<file path="src/dii_pkg.sv">
// Constants shared by the debounced isolated input register block.
// Assumes a 100 MHz bus clock and a configuration core outside that forwards BAR cycles.
package dii_pkg;

  // ----------------------------------------------------------------------
  // Configuration space
  // ----------------------------------------------------------------------
  localparam logic [7:0]  CFG_BAR_IO    = 8'h14;
  localparam logic [7:0]  CFG_BAR_MEM   = 8'h18;
  localparam int unsigned WIN_BITS      = 6;      // 64 byte window
  localparam int unsigned BAR_HI_W      = 32 - WIN_BITS;
  localparam logic [5:0]  BAR_IO_FLAGS  = 6'h01;  // Bit 0 marks I/O space
  localparam logic [5:0]  BAR_MEM_FLAGS = 6'h00;  // 32-bit, not prefetchable

  // ----------------------------------------------------------------------
  // User longword layout
  // ----------------------------------------------------------------------
  localparam int unsigned CHANNELS     = 16;
  localparam int unsigned LED_BIT      = 24;
  localparam int unsigned SEL_LSB      = 16;
  localparam int unsigned SEL_W        = 3;
  localparam int unsigned LANE_LED     = 3;
  localparam int unsigned LANE_SEL     = 2;
  localparam logic        LED_RST      = 1'b0;
  localparam logic [2:0]  SEL_RST      = 3'h0;
  localparam logic [6:0]  RSVD_HI_ZERO = 7'h00;   // Bits 31..25
  localparam logic [4:0]  RSVD_LO_ZERO = 5'h00;   // Bits 23..19

  // ----------------------------------------------------------------------
  // Timing
  // ----------------------------------------------------------------------
  localparam int unsigned CLK_PERIOD_NS = 10;
  localparam int unsigned TICK_NS       = 1000;
  localparam int unsigned TICK_CYCLES   = (TICK_NS + CLK_PERIOD_NS - 1) / CLK_PERIOD_NS;
  localparam int unsigned CNT_W         = 14;

  // Delay per select code, in microsecond ticks
  localparam logic [13:0] DLY_US_0 = 14'h0001; // 1.0 us
  localparam logic [13:0] DLY_US_1 = 14'h0080; // 128 us
  localparam logic [13:0] DLY_US_2 = 14'h0100; // 256 us
  localparam logic [13:0] DLY_US_3 = 14'h0200; // 512 us
  localparam logic [13:0] DLY_US_4 = 14'h0BFE; // 3.07 ms
  localparam logic [13:0] DLY_US_5 = 14'h17FC; // 6.14 ms
  localparam logic [13:0] DLY_US_6 = 14'h2404; // 9.22 ms
  localparam logic [13:0] DLY_US_7 = 14'h3002; // 12.29 ms

  function automatic logic [13:0] delay_ticks(input logic [2:0] code);
    logic [13:0] t;
    t = DLY_US_0;
    unique case (code)
      3'h0: t = DLY_US_0;
      3'h1: t = DLY_US_1;
      3'h2: t = DLY_US_2;
      3'h3: t = DLY_US_3;
      3'h4: t = DLY_US_4;
      3'h5: t = DLY_US_5;
      3'h6: t = DLY_US_6;
      3'h7: t = DLY_US_7;
    endcase
    return t;
  endfunction : delay_ticks

endpackage : dii_pkg

</file>
<file path="src/dii_chan_if.sv">
// Signals between the register top and one debounce channel.
// Assumes the top drives tick, select and the synchronised raw input; the channel drives level.
`timescale 1ns/1ns
interface dii_chan_if;
  logic       tick;
  logic [2:0] sel;
  logic       raw;
  logic       level;

  modport ctl  (output tick, output sel, output raw, input level);
  modport chan (input tick, input sel, input raw, output level);
endinterface : dii_chan_if

</file>
<file path="src/dii_chan.sv">
// One input channel: stability timer, then a hold stage of the same length.
// Assumes raw is already synchronised to clock and tick is a one-cycle 1 us pulse.
`timescale 1ns/1ns
module dii_chan (
  // Clock and reset
  input  logic         clock,
  input  logic         reset,
  // Link to the register top
  dii_chan_if.chan     bus
);

  logic             sample_q;
  logic [2:0]       code_q;
  logic [13:0]      cnt_q;
  logic [13:0]      cnt_d;
  logic             acc_q;
  logic             acc_d;
  logic [13:0]      dly_q;
  logic [13:0]      dly_d;
  logic             level_q;
  logic             level_d;

  // ----------------------------------------------------------------------
  // Decode
  // ----------------------------------------------------------------------
  wire        changed  = bus.raw != sample_q;
  wire [13:0] limit    = dii_pkg::delay_ticks(code_q);
  wire        cnt_done = !changed && (cnt_q == limit);
  wire        pending  = acc_q != level_q;
  // A glitch during the hold may shorten the limit; at-or-past keeps the hold from wrapping
  wire        dly_done = pending && (dly_q >= limit);

  // Any wiggle restarts the stability timer and picks up the select as it stands now
  assign cnt_d   = changed ? 14'h0000 : ((bus.tick && !cnt_done) ? cnt_q + 14'h0001 : cnt_q);
  assign acc_d   = cnt_done ? sample_q : acc_q;
  // Accepted level is held back one more interval before it shows
  assign dly_d   = (acc_d != acc_q || dly_done) ? 14'h0000 :
                   ((pending && bus.tick) ? dly_q + 14'h0001 : dly_q);
  assign level_d = dly_done ? acc_q : level_q;

  // ----------------------------------------------------------------------
  // State
  // ----------------------------------------------------------------------
  always_ff @(posedge clock or posedge reset) begin
    if (reset) begin
      sample_q <= 1'b0;
      code_q   <= dii_pkg::SEL_RST;
    end else begin
      sample_q <= bus.raw;
      code_q   <= changed ? bus.sel : code_q;
    end
  end

  always_ff @(posedge clock or posedge reset) begin
    if (reset) begin
      cnt_q   <= 14'h0000;
      acc_q   <= 1'b0;
      dly_q   <= 14'h0000;
      level_q <= 1'b0;
    end else begin
      cnt_q   <= cnt_d;
      acc_q   <= acc_d;
      dly_q   <= dly_d;
      level_q <= level_d;
    end
  end

  assign bus.level = level_q;

  // ----------------------------------------------------------------------
  // Checks
  // ----------------------------------------------------------------------
  a_restart_on_change: assert property (@(posedge clock) disable iff (reset)
    changed |=> cnt_q == 14'h0000)
    else $error("stability timer not restarted on input change");

  a_level_from_accepted: assert property (@(posedge clock) disable iff (reset)
    $changed(level_q) |-> level_q == $past(acc_q) && $past(dly_q) >= $past(limit))
    else $error("level moved without a full hold interval");

  a_accept_needs_stable: assert property (@(posedge clock) disable iff (reset)
    $changed(acc_q) |-> $past(cnt_q) == $past(limit) && $past(sample_q) == $past(bus.raw))
    else $error("level accepted before the stability interval ended");

  c_level_rise: cover property (@(posedge clock) disable iff (reset) $rose(level_q));

endmodule : dii_chan

</file>
<file path="src/dii_regs.sv">
// Register logic of a 16 channel isolated input board behind a PCI target core.
// Assumes the outside core decodes bus cycles to one-cycle requests and forwards
// configuration cycles for the two base address registers.
//
// Notes on behaviour
// - A 64 byte window per space; all sixteen longwords alias the first.
// - I/O window set by config BAR 14h, memory window by BAR 18h.
// - The same user longword is seen through I/O and memory windows.
// - Control/status word sits in byte lanes 3 and 2.
// - Bits 31..25 and 23..19 read zero; writes to them are dropped.
// - Bit 24 read/write; one turns the fail indicator off, zero keeps it lit.
// - Reset clears bit 24 so the fail indicator is lit.
// - Bits 18..16 read/write debounce select, reset to 000.
// - Codes 0..7 pick 1 us, 128, 256, 512 us, 3.07, 6.14, 9.22, 12.29 ms.
// - Accepted input held one more interval; visible latency is twice the setting.
// - Low 16 bits are read-only; bit n is channel n.
// - Channel data is correct for byte, word and longword reads.
// - Inverted polarity: conducting optocoupler reads as zero.
// - Contact variant: open contact, high input, reads as zero.
// - No interrupt is ever requested; host polls.
`timescale 1ns/1ns
module dii_regs #(
  parameter int unsigned TICK_CYCLES = dii_pkg::TICK_CYCLES
) (
  // Clock and reset
  input  logic        clock,
  input  logic        reset,
  // Configuration cycles for the base address registers
  input  logic        cfg_write,
  input  logic        cfg_read,
  input  logic [7:0]  cfg_addr,
  input  logic [31:0] cfg_wdata,
  output logic [31:0] cfg_rdata,
  // Target requests in I/O or memory space
  input  logic        tgt_req,
  input  logic        tgt_write,
  input  logic        tgt_io,
  input  logic [31:0] tgt_addr,
  input  logic [3:0]  tgt_be_n,
  input  logic [31:0] tgt_wdata,
  output logic        tgt_hit,
  output logic        tgt_ack,
  output logic [31:0] tgt_rdata,
  // Field side
  input  logic [15:0] field_in,
  output logic        fail_led_n,
  output logic        int_req_n
);

  logic [15:0]                   in_meta_q;
  logic [15:0]                   in_sync_q;
  logic [6:0]                    pre_q;
  logic                          tick_q;
  logic [dii_pkg::BAR_HI_W-1:0]  bar_io_q;
  logic [dii_pkg::BAR_HI_W-1:0]  bar_mem_q;
  logic [31:0]                   cfg_rdata_q;
  logic [31:0]                   cfg_rdata_d;
  logic                          led_off_q;
  logic                          led_off_d;
  logic [2:0]                    sel_q;
  logic [2:0]                    sel_d;
  logic                          ack_q;
  logic [31:0]                   rdata_q;
  logic [15:0]                   level_vec;
  logic [31:0]                   image;

  dii_chan_if chan [dii_pkg::CHANNELS] ();

  // ----------------------------------------------------------------------
  // Input synchroniser
  // ----------------------------------------------------------------------
  // Field pins are asynchronous; nothing looks at the first stage but the second
  always_ff @(posedge clock or posedge reset) begin
    if (reset) begin
      in_meta_q <= 16'h0000;
      in_sync_q <= 16'h0000;
    end else begin
      in_meta_q <= field_in;
      in_sync_q <= in_meta_q;
    end
  end

  // ----------------------------------------------------------------------
  // Microsecond prescaler
  // ----------------------------------------------------------------------
  // One shared tick keeps each channel down to two 14-bit counters
  wire pre_wrap = pre_q == 7'(TICK_CYCLES - 1);

  always_ff @(posedge clock or posedge reset) begin
    if (reset) begin
      pre_q  <= 7'h00;
      tick_q <= 1'b0;
    end else begin
      pre_q  <= pre_wrap ? 7'h00 : pre_q + 7'h01;
      tick_q <= pre_wrap;
    end
  end

  // ----------------------------------------------------------------------
  // Base address registers
  // ----------------------------------------------------------------------
  wire cfg_io_sel  = cfg_addr == dii_pkg::CFG_BAR_IO;
  wire cfg_mem_sel = cfg_addr == dii_pkg::CFG_BAR_MEM;

  // Low six bits never store, so sizing software sees a 64 byte request
  assign cfg_rdata_d = cfg_io_sel  ? {bar_io_q, dii_pkg::BAR_IO_FLAGS} :
                       cfg_mem_sel ? {bar_mem_q, dii_pkg::BAR_MEM_FLAGS} : 32'h0000_0000;

  always_ff @(posedge clock or posedge reset) begin
    if (reset) begin
      bar_io_q  <= '0;
      bar_mem_q <= '0;
    end else begin
      if (cfg_write && cfg_io_sel)
        bar_io_q <= cfg_wdata[31:dii_pkg::WIN_BITS];
      if (cfg_write && cfg_mem_sel)
        bar_mem_q <= cfg_wdata[31:dii_pkg::WIN_BITS];
    end
  end

  always_ff @(posedge clock or posedge reset) begin
    if (reset)
      cfg_rdata_q <= 32'h0000_0000;
    else if (cfg_read)
      cfg_rdata_q <= cfg_rdata_d;
  end

  assign cfg_rdata = cfg_rdata_q;

  // ----------------------------------------------------------------------
  // Window decode
  // ----------------------------------------------------------------------
  // Offset bits 5..2 are ignored, so every longword aliases the first
  wire io_match  = tgt_addr[31:dii_pkg::WIN_BITS] == bar_io_q;
  wire mem_match = tgt_addr[31:dii_pkg::WIN_BITS] == bar_mem_q;
  wire hit       = tgt_req && (tgt_io ? io_match : mem_match);
  wire wr_hit    = hit && tgt_write;
  wire rd_hit    = hit && !tgt_write;

  assign tgt_hit = hit;

  // ----------------------------------------------------------------------
  // Control/status word
  // ----------------------------------------------------------------------
  // Only the implemented bits are stored; reserved positions have no flops
  assign led_off_d = (wr_hit && !tgt_be_n[dii_pkg::LANE_LED]) ? tgt_wdata[dii_pkg::LED_BIT] : led_off_q;
  assign sel_d     = (wr_hit && !tgt_be_n[dii_pkg::LANE_SEL]) ?
                     tgt_wdata[dii_pkg::SEL_LSB +: dii_pkg::SEL_W] : sel_q;

  always_ff @(posedge clock or posedge reset) begin
    if (reset) begin
      led_off_q <= dii_pkg::LED_RST;
      sel_q     <= dii_pkg::SEL_RST;
    end else begin
      led_off_q <= led_off_d;
      sel_q     <= sel_d;
    end
  end

  // Low means lit, so a cleared bit keeps the indicator on
  assign fail_led_n = led_off_q;
  // The board never interrupts; the line is held inactive
  assign int_req_n  = 1'b1;

  // ----------------------------------------------------------------------
  // Debounce channels
  // ----------------------------------------------------------------------
  for (genvar i = 0; i < dii_pkg::CHANNELS; i++) begin : g_chan
    assign chan[i].tick = tick_q;
    assign chan[i].sel  = sel_q;
    assign chan[i].raw  = in_sync_q[i];
    assign level_vec[i] = chan[i].level;

    dii_chan u_chan (
      .clock (clock),
      .reset (reset),
      .bus   (chan[i])
    );
  end

  // ----------------------------------------------------------------------
  // Read image
  // ----------------------------------------------------------------------
  // A high input reads back low on both sensing variants
  // All lanes are driven on every read; byte enables only gate writes
  assign image = {dii_pkg::RSVD_HI_ZERO, led_off_q, dii_pkg::RSVD_LO_ZERO, sel_q, ~level_vec};

  always_ff @(posedge clock or posedge reset) begin
    if (reset) begin
      ack_q   <= 1'b0;
      rdata_q <= 32'h0000_0000;
    end else begin
      ack_q   <= hit;
      rdata_q <= rd_hit ? image : rdata_q;
    end
  end

  assign tgt_ack   = ack_q;
  assign tgt_rdata = rdata_q;

  // ----------------------------------------------------------------------
  // Checks
  // ----------------------------------------------------------------------
  a_rsvd_read_zero: assert property (@(posedge clock) disable iff (reset)
    ack_q && $past(rd_hit) |-> tgt_rdata[31:25] == 7'h00 && tgt_rdata[23:19] == 5'h00)
    else $error("reserved bits read nonzero");

  a_read_alias: assert property (@(posedge clock) disable iff (reset)
    ack_q && $past(rd_hit) |-> tgt_rdata[24:16] == {$past(led_off_q), 5'h00, $past(sel_q)})
    else $error("aliased read differs from the control word");

  a_data_inverted: assert property (@(posedge clock) disable iff (reset)
    ack_q && $past(rd_hit) |-> tgt_rdata[15:0] == ~$past(level_vec))
    else $error("channel data not inverted");

  a_led_write: assert property (@(posedge clock) disable iff (reset)
    wr_hit && !tgt_be_n[3] |=> fail_led_n == $past(tgt_wdata[24]))
    else $error("fail indicator bit not written");

  a_led_lane_kept: assert property (@(posedge clock) disable iff (reset)
    !(wr_hit && !tgt_be_n[3]) |=> $stable(led_off_q))
    else $error("indicator bit changed without a lane 3 write");

  a_sel_write: assert property (@(posedge clock) disable iff (reset)
    wr_hit && !tgt_be_n[2] |=> sel_q == $past(tgt_wdata[18:16]))
    else $error("debounce select not written");

  a_reset_values: assert property (@(posedge clock) disable iff (reset)
    $past(reset) |-> !fail_led_n && sel_q == 3'h0)
    else $error("control word not cleared by reset");

  a_io_bar_flag: assert property (@(posedge clock) disable iff (reset)
    $past(cfg_read) && $past(cfg_io_sel) |-> cfg_rdata[5:0] == 6'h01)
    else $error("I/O base register flags wrong");

  // Cycles since the last tick; the first gap after reset is one longer
  logic [7:0] tick_gap_q;

  always_ff @(posedge clock or posedge reset) begin
    if (reset)
      tick_gap_q <= 8'h00;
    else
      tick_gap_q <= tick_q ? 8'h00 : tick_gap_q + 8'h01;
  end

  a_tick_period: assert property (@(posedge clock) disable iff (reset)
    tick_q |-> tick_gap_q >= 8'(TICK_CYCLES - 1))
    else $error("prescaler ticks too close together");

  a_tick_late: assert property (@(posedge clock) disable iff (reset)
    tick_gap_q <= 8'(TICK_CYCLES))
    else $error("prescaler tick overdue");

  a_no_irq: assert property (@(posedge clock) disable iff (reset)
    int_req_n)
    else $error("interrupt requested");

  a_sel_lane_kept: assert property (@(posedge clock) disable iff (reset)
    !(wr_hit && !tgt_be_n[2]) |=> $stable(sel_q))
    else $error("debounce select changed without a lane 2 write");

  a_ack_follows_hit: assert property (@(posedge clock) disable iff (reset)
    hit |=> tgt_ack)
    else $error("hit not acknowledged");

  a_ack_needs_hit: assert property (@(posedge clock) disable iff (reset)
    !hit |=> !tgt_ack)
    else $error("acknowledge without a hit");

  a_miss_no_write: assert property (@(posedge clock) disable iff (reset)
    tgt_req && !hit |=> $stable(sel_q) && $stable(led_off_q))
    else $error("access outside the window changed the control word");

  a_rdata_kept: assert property (@(posedge clock) disable iff (reset)
    !rd_hit |=> $stable(tgt_rdata))
    else $error("read data moved without a read hit");

  a_mem_bar_flag: assert property (@(posedge clock) disable iff (reset)
    $past(cfg_read) && $past(cfg_mem_sel) |-> cfg_rdata[5:0] == 6'h00)
    else $error("memory base register flags wrong");

  a_cfg_other_zero: assert property (@(posedge clock) disable iff (reset)
    $past(cfg_read) && !$past(cfg_io_sel) && !$past(cfg_mem_sel) |-> cfg_rdata == 32'h0000_0000)
    else $error("undecoded configuration offset read nonzero");

  a_bar_io_write: assert property (@(posedge clock) disable iff (reset)
    cfg_write && cfg_io_sel |=> bar_io_q == $past(cfg_wdata[31:dii_pkg::WIN_BITS]))
    else $error("I/O base register not written");

  a_bar_mem_write: assert property (@(posedge clock) disable iff (reset)
    cfg_write && cfg_mem_sel |=> bar_mem_q == $past(cfg_wdata[31:dii_pkg::WIN_BITS]))
    else $error("memory base register not written");

  a_cfg_rdata_kept: assert property (@(posedge clock) disable iff (reset)
    !cfg_read |=> $stable(cfg_rdata))
    else $error("configuration read data moved without a read");

  c_io_read:   cover property (@(posedge clock) disable iff (reset) rd_hit && tgt_io);
  c_mem_write: cover property (@(posedge clock) disable iff (reset) wr_hit && !tgt_io && !tgt_be_n[2]);
  c_alias_hi:  cover property (@(posedge clock) disable iff (reset) rd_hit && tgt_addr[5:2] == 4'hF);
  c_led_off:   cover property (@(posedge clock) disable iff (reset) $rose(fail_led_n));

endmodule : dii_regs

</file>
<file path="config.mk">
export PLATFORM = sky130hd
export DESIGN_NAME = dii_regs
export DESIGN_NICKNAME = d
export VERILOG_FILES = /design/src/dii_pkg.sv /design/src/dii_chan_if.sv /design/src/dii_chan.sv /design/src/dii_regs.sv
export SDC_FILE = /design/constraint.sdc
export NUM_CORES = 2
export LEC_CHECK = 0
export BUFFER_PORTS_ARGS = -buffer_cell sky130_fd_sc_hd__buf_2
export CORE_MARGIN = 10
export CORE_UTILIZATION = 57
export CTS_CLUSTER_SIZE = 24
export DETAILED_ROUTE_END_ITERATION = 8
export PLACE_DENSITY = 0.84
export SLEW_MARGIN = 20
export SYNTH_ARGS = -nofsm -noshare
export SYNTH_HDL_FRONTEND = slang
export SYNTH_HIERARCHICAL = 1
export SYNTH_SLANG_ARGS = --single-unit
</file>
<file path="constraint.sdc">
create_clock -name clock -period 4.2 [get_ports clock]
set_input_delay 0.21 -clock clock [delete_from_list [all_inputs] [get_ports clock]]
set_output_delay 0.21 -clock clock [all_outputs]
set_load 0.02 [all_outputs]
</file>
======== After elaboration in Yosys (flattened, before gate mapping) ========
Memory sizes are Yosys's and may differ from the RTL's.
Cells that the tools add are included.
W data, S select, Z words.
cells by class
  reduce and logical (&&, ||, !) cells .... 154
  multiplexer cells ....................... 84
  bitwise gates (word level) .............. 1
  $add $sub $neg .......................... 33
  eq/ne operators ......................... 69
  magnitude comparators ................... 16
operators with widths
  operator                 number
  $mux W14                 64
  $add A14 B1 Y14 const B  32
  $eq A14 B14 Y1           16
  $ge A14 B14 Y1           16
  $logic_and A1 B1 Y1      71
  $mux W32                 2
  $reduce_bool A2 Y1       32
  $eq A26 B26 Y1           2
  $ne A1 B1 Y1             48
  $logic_not A1 Y1         35
  $mux W1                  17
  $eq A8 B5 Y1 const B     2
  $logic_or A1 B1 Y1       16
  $not A16 Y16             1
  $add A7 B1 Y7 const B    1
  $eq A7 B7 Y1 const B     1
  $mux W7                  1
storage, ports and cells
  memory bits (read-only) ................. 1792
  register bits after elaboration ......... 693
  output and inout port bits .............. 68
  memories kept ........................... 16
  word-level logic and storage cells ...... 480
memory list
  memory            depth  width  rd ports  clocked after Yosys merged registers in  write ports  line           text
  (name not given)  8      14     1         0                                        0            dii_pkg.sv:50  unique case (code)
  (name not given)  8      14     1         0                                        0            dii_pkg.sv:50
  (name not given)  8      14     1         0                                        0            dii_pkg.sv:50
  (name not given)  8      14     1         0                                        0            dii_pkg.sv:50
  (name not given)  8      14     1         0                                        0            dii_pkg.sv:50
  (name not given)  8      14     1         0                                        0            dii_pkg.sv:50
  10 more memories  -      -      -         -                                        -            -

======== Longest topological paths before layout ========
  depth after elaboration ................. 7
  depth in mapped cells ................... 11
  depth with buffers taken out ............ 10

======== Cells and area by module ========
The synthesis kept the hierarchy.
by module, submodules not included
  module                            instances  cells an instance  area each (sq um)  seq. area each (sq um)
  dii_chan at g_chan[0].u_chan ...  15         260                2394.8             850.8
  dii_regs                          1          454                5989.5             3603.5
  dii_chan at g_chan[6].u_chan      1          268                2348.5             850.8

======== Least setup slack after synthesis ========
OpenSTA, ideal clock, no wires.
  path type ............................... register to register
  start ................................... reg g_chan[6].u_chan.code_q[1]
  end ..................................... reg g_chan[6].u_chan.cnt_q[6]
  stages on the path, launching flop included .. 9
  buffers on the path ..................... 0
  arrival ................................. 2.367 ns
  period minus slack after synthesis ...... 2.445 ns
  data required time ...................... 4.122 ns
  path slack .............................. 1.755 ns
  cells stage by stage .................... dfrtp_1 > inv_1 > ha_1 > nor2b_2 > and3b_1 > o32a_2 > a31o_1 > or4_1 > a21oi_1
between the ends
  word-level cells in the longest chain between the ends .. 6
RTL lines
  element                       line            text
  start: declaration            dii_chan.sv:13  logic [2:0] code_q;
  start signal: assignment      dii_chan.sv:47  code_q <= dii_pkg::SEL_RST;
  start signal: assignment      dii_chan.sv:50  code_q <= changed ? bus.sel : code_q;
  $mem_v2 Z8 W14                -
  $eq A14 B14 Y1                dii_chan.sv:28  wire cnt_done = !changed && (cnt_q == limit);
  $logic_and A1 B1 Y1           dii_chan.sv:28
  $logic_not A1 Y1              dii_chan.sv:34  assign cnt_d = changed ? 14'h0000 : ((bus.tick && !cnt_done) ? cnt_q + 14'h0001 : cnt_q);
  $logic_and A1 B1 Y1           dii_chan.sv:34
  $reduce_bool A2 Y1 (no line)  -
  end signal: assignment        dii_chan.sv:61  cnt_q <= cnt_d;
  end: declaration              dii_chan.sv:14  logic [13:0] cnt_q;
No other way between the ends.
A chain may end at the register's enable or synchronous reset.

======== Worst setup path in the final report ========
  start ................................... reg g_chan[12].u_chan.code_q[1]
  end ..................................... reg g_chan[12].u_chan.cnt_q[10]
between the ends
  word-level cells in the longest chain between the ends .. 6
RTL lines
  element                       line
  start: declaration            dii_chan.sv:13
  start signal: assignment      dii_chan.sv:47
  start signal: assignment      dii_chan.sv:50
  $mem_v2 Z8 W14                -
  $eq A14 B14 Y1                dii_chan.sv:28
  $logic_and A1 B1 Y1           dii_chan.sv:28
  $logic_not A1 Y1              dii_chan.sv:34
  $logic_and A1 B1 Y1           dii_chan.sv:34
  $reduce_bool A2 Y1 (no line)  -
  end signal: assignment        dii_chan.sv:61
  end: declaration              dii_chan.sv:14
No other way between the ends.

==> impl_metrics.toml <==
[status]
status = "finished clean"

[synth]
ys_ff_latch = 688
syn_area_per_cell_um2 = 9.58
synth.yosys.warnings = 6
synth_edf_count = 0
syn_inst = 4622
netlist_area_mm2 = 0.0443
synthDistinctLibCells = 70
yosysTopAreaCellShare = 0.389
netlist.top_cell.by_area = "dfrtp_1"
ys_dominant_reg_cell = "dfrtp_1"
synth_sequential_area_ratio = 0.389
postSynth.asyncResetShare = 1.00
synth_top_cells_by_area = "dfrtp_1 (39%), ha_1 (9.5%), xor2_1 (5.6%), nor2_1 (3.7%), nand2_1 (3.5%)"

[detailed_routing]
drc = 0
detail_route.first_pass.iterations = 5
drt-total-wl_um = 102000
antenna_left = 0
wl_met1_um = 43700
routed_wire_length_per_instance_um = 17.5
detailedRoute.firstIterationViolations = 2504
dr_total_vias = 35100
top_signal_layer_used = "met4"
routed_via_density = 5.99
met2_wirelength_um = 50400
met3_wirelength_um = 5410

[placed_design]
weighted_congestion_at_the_end_of_routability_driven_global_placement = 0.873
io_buffers = 138
detailed_place_hpwl_um = 69700
dpl_worst_slack_ns = 1.14

[grt]
first_global_vias = 35100
total_global_routing_track_utilization = 0.226
wire_length_of_the_first_global_routing_pass_um = 173000
grt_start_max_net_pins = 84
antenna_found_initial = 1
grt_remaining_overflow = 0

[critical_path]
crit_fanout = 15
timing_worst_setup_path_type = "reg -> reg"
crit_chain = "inv_1 -> ha_1 -> a21boi_0 -> a2111oi_2 -> o221ai_1 -> o31ai_4 -> or3_1 -> a21oi_2"
critical_path.endpoint_type = "flop"
setup.worst_path.start_class = "flop"
critPathRequiredTime_ns = 4.70
signal_arrival_time_at_the_worst_endpoint_ns = 3.60
critPathMaxStageDelay_ns = 0.68
critical-path-slowest-cell = "o31ai_4"

[finish]
num_antenna_cells = 0
nFillCells = 5941
syn_to_final_growth_pct = 9.95
commonest_non_fill_non_tap_cell_in_the_layout = "dfrtp_1"
final_nets = 5223
fraction_of_final_layout_cells_with_drive_strength_greater_than_1 = 0.138
most-common-layout-cells = "dfrtp_1 (687), nor2_1 (434), nand2_1 (412)"

[power]
power.ir.vdd_worst_v = 0.000359
p_leak_uw = 0.0214
power_per_cell_area_mw_per_mm2 = 293

[sta]
maximum_clock_skew_at_final_layout_ns = 0.0177
grt_setup_unrepaired = "false"
tns_ns = 0
max_clock_freq_mhz = 323
setup_viol = 0
max_slew.worst_pin.slew_ns = 1.12
min_period_ns = 3.10
slew_viol_final = 0
setup_ws_ns = 1.10
post-route-period-util = 0.738
timing_hold_violations_final = 0
maxSlewHeadroom = 0.250

[die]
die_height_um = 299
fp.dieArea_mm2 = 0.0892
design.core.area_mm2 = 0.0772
core.rowCount = 102
ioPinCount = 199
initial_core_util = 0.573
chipWidth_um = 299

[cts]
clock-sinks = 688
number_of_gates_resized_after_cts = 0
hold_buffers = 47
root_buffer = "clkbuf_16"
clock_tree_from_tritoncts = "built"
worstSkewPairLatency_ns = 0.62
worst_setup_hold_path_clk_slew_ns = 0.07
h-tree-depth = 3
cts_made_buffers = 74
clock_tree.buffer_depth = 3
postCtsSetupBuffers = 0

[worst_hold_path]
worstHoldPathType = "in -> reg"

[flow_run]
max-cap-violations = 0
-- logic make-up (layout without fill, tap and decap cells) --
| group | after synthesis | in the layout | synth area share |
|---|---|---|---|
| flops | 688 | 688 | 0.389 |
| buf+inv | 360 | 532 | 0.0395 |
| xor+xnor | 459 | 459 | 0.0908 |
| fa+ha+maj | 337 | 337 | 0.0953 |
| other cells | 2 | 18 | 0.000170 |
| mux | 136 | 136 | 0.0334 |
| simple gates | 1859 | 1859 | 0.215 |
| compound gates | 781 | 781 | 0.137 |
-- through the flow --
step	std cells	hold WS, ns	cell area (um2)	power (uW)	utilization
after floorplan	4638	0.241	44300	7260	-
after global placement	5672	0.318	45600	7450	0.591
after detailed placement	5672	0.319	45600	7470	0.591
after CTS	5850	0.0210	48700	14400	0.630
after global routing	5850	0.0398	48700	14700	0.630
final	5850	0.0412	48700	14300	0.630
-- routing by layer --
layer / track usage / vias to the layer above
met2: 0.385 / 922
li1: - / 16700
met5: 0 / -
met3: 0.0365 / 226
met4: 0.0817 / 0
met1: 0.286 / 17200
-- state kept, by name, indices dropped and copies added (netlist names) --
| register | count |
|---|---|
| bar_io_q | 26 |
| bar_mem_q | 26 |
| cfg_rdata | 27 |
| chan.sel | 3 |
| chan.tick | 1 |
| fail_led_n | 1 |
| g_chan.u_chan/acc_q | 16 |
| g_chan.u_chan/bus.level | 16 |
| g_chan.u_chan/cnt_q | 224 |
| g_chan.u_chan/code_q | 48 |
| g_chan.u_chan/dly_q | 224 |
| g_chan.u_chan/sample_q | 16 |
| in_meta_q | 16 |
| in_sync_q | 16 |
| pre_q | 7 |
| tgt_ack | 1 |
| tgt_rdata | 20 |
-- final cells by class --
class / count / area, um2 / area share
Sequential cell: 688 / 17200 / 0.354
Timing Repair Buffer: 236 / 1590 / 0.0328
Clock inverter: 35 / 432 / 0.00887
Clock buffer: 96 / 2120 / 0.0436
Multi-Input combinational cell: 3590 / 25400 / 0.521
Inverter: 165 / 624 / 0.0128
Tap cell: 1040 / 1300 / 0.0267
-- cell usage after synthesis, drive strengths merged, types with 26 or more instances --
cell,instances
dfrtp,688
nor2,434
nand2,412
ha,337
xor2,285
a21oi,273
nand3,244
o21ai,221
xnor2,174
inv,165
nand4,129
buf,104
nor3,99
mux2,93
clkbuf,91
or3,80
and3,77
nand2b,66
nor2b,65
nor4,59
a2111oi,48
a211oi,48
mux2i,43
nor3b,35
o211ai,31
or4,31
o32ai,30
a22oi,26
-- report_power, final --
group	switching, uW	internal (uW)
clock network	2760	4120
registers	59.1	6690
logic	439	201
total	3260	11000
-- final timing paths --
kind | from | end | slack, ns | depth (start not counted)
max | g_chan[12].u_chan/code_q[1]$_DFFE_PP0N_ | g_chan[12].u_chan/cnt_q[10]$_DFFE_PP0P_ | 1.10 | 8
min | tgt_be_n[2] | chan[0].sel[0]$_DFFE_PP0P_ | 0.04 | 3
max reg2reg | g_chan[12].u_chan/code_q[1]$_DFFE_PP0N_ | g_chan[12].u_chan/cnt_q[10]$_DFFE_PP0P_ | 1.10 | 8
min reg2reg | in_meta_q[14]$_DFF_PP0_ | in_sync_q[14]$_DFF_PP0_ | 0.35 | 0
max in group asynchronous | reset | chan[0].tick$_DFF_PP0_ | 2.68 | 5
min in group asynchronous | reset | g_chan[3].u_chan/dly_q[7]$_DFFE_PP0P_ | 0.53 | 4
-- worst max-delay path: cells and delay by family, from the launching register on --
family	cells	cell delay (ns)
buffers and inverters	1	0.14
flip-flops	1	0.57
adder cells (fa/ha/maj)	1	0.47
AND/OR/NAND/NOR	1	0.24
AO/OA/AOI/OAI	5	1.57
Power figures use the tool's default switching activity.
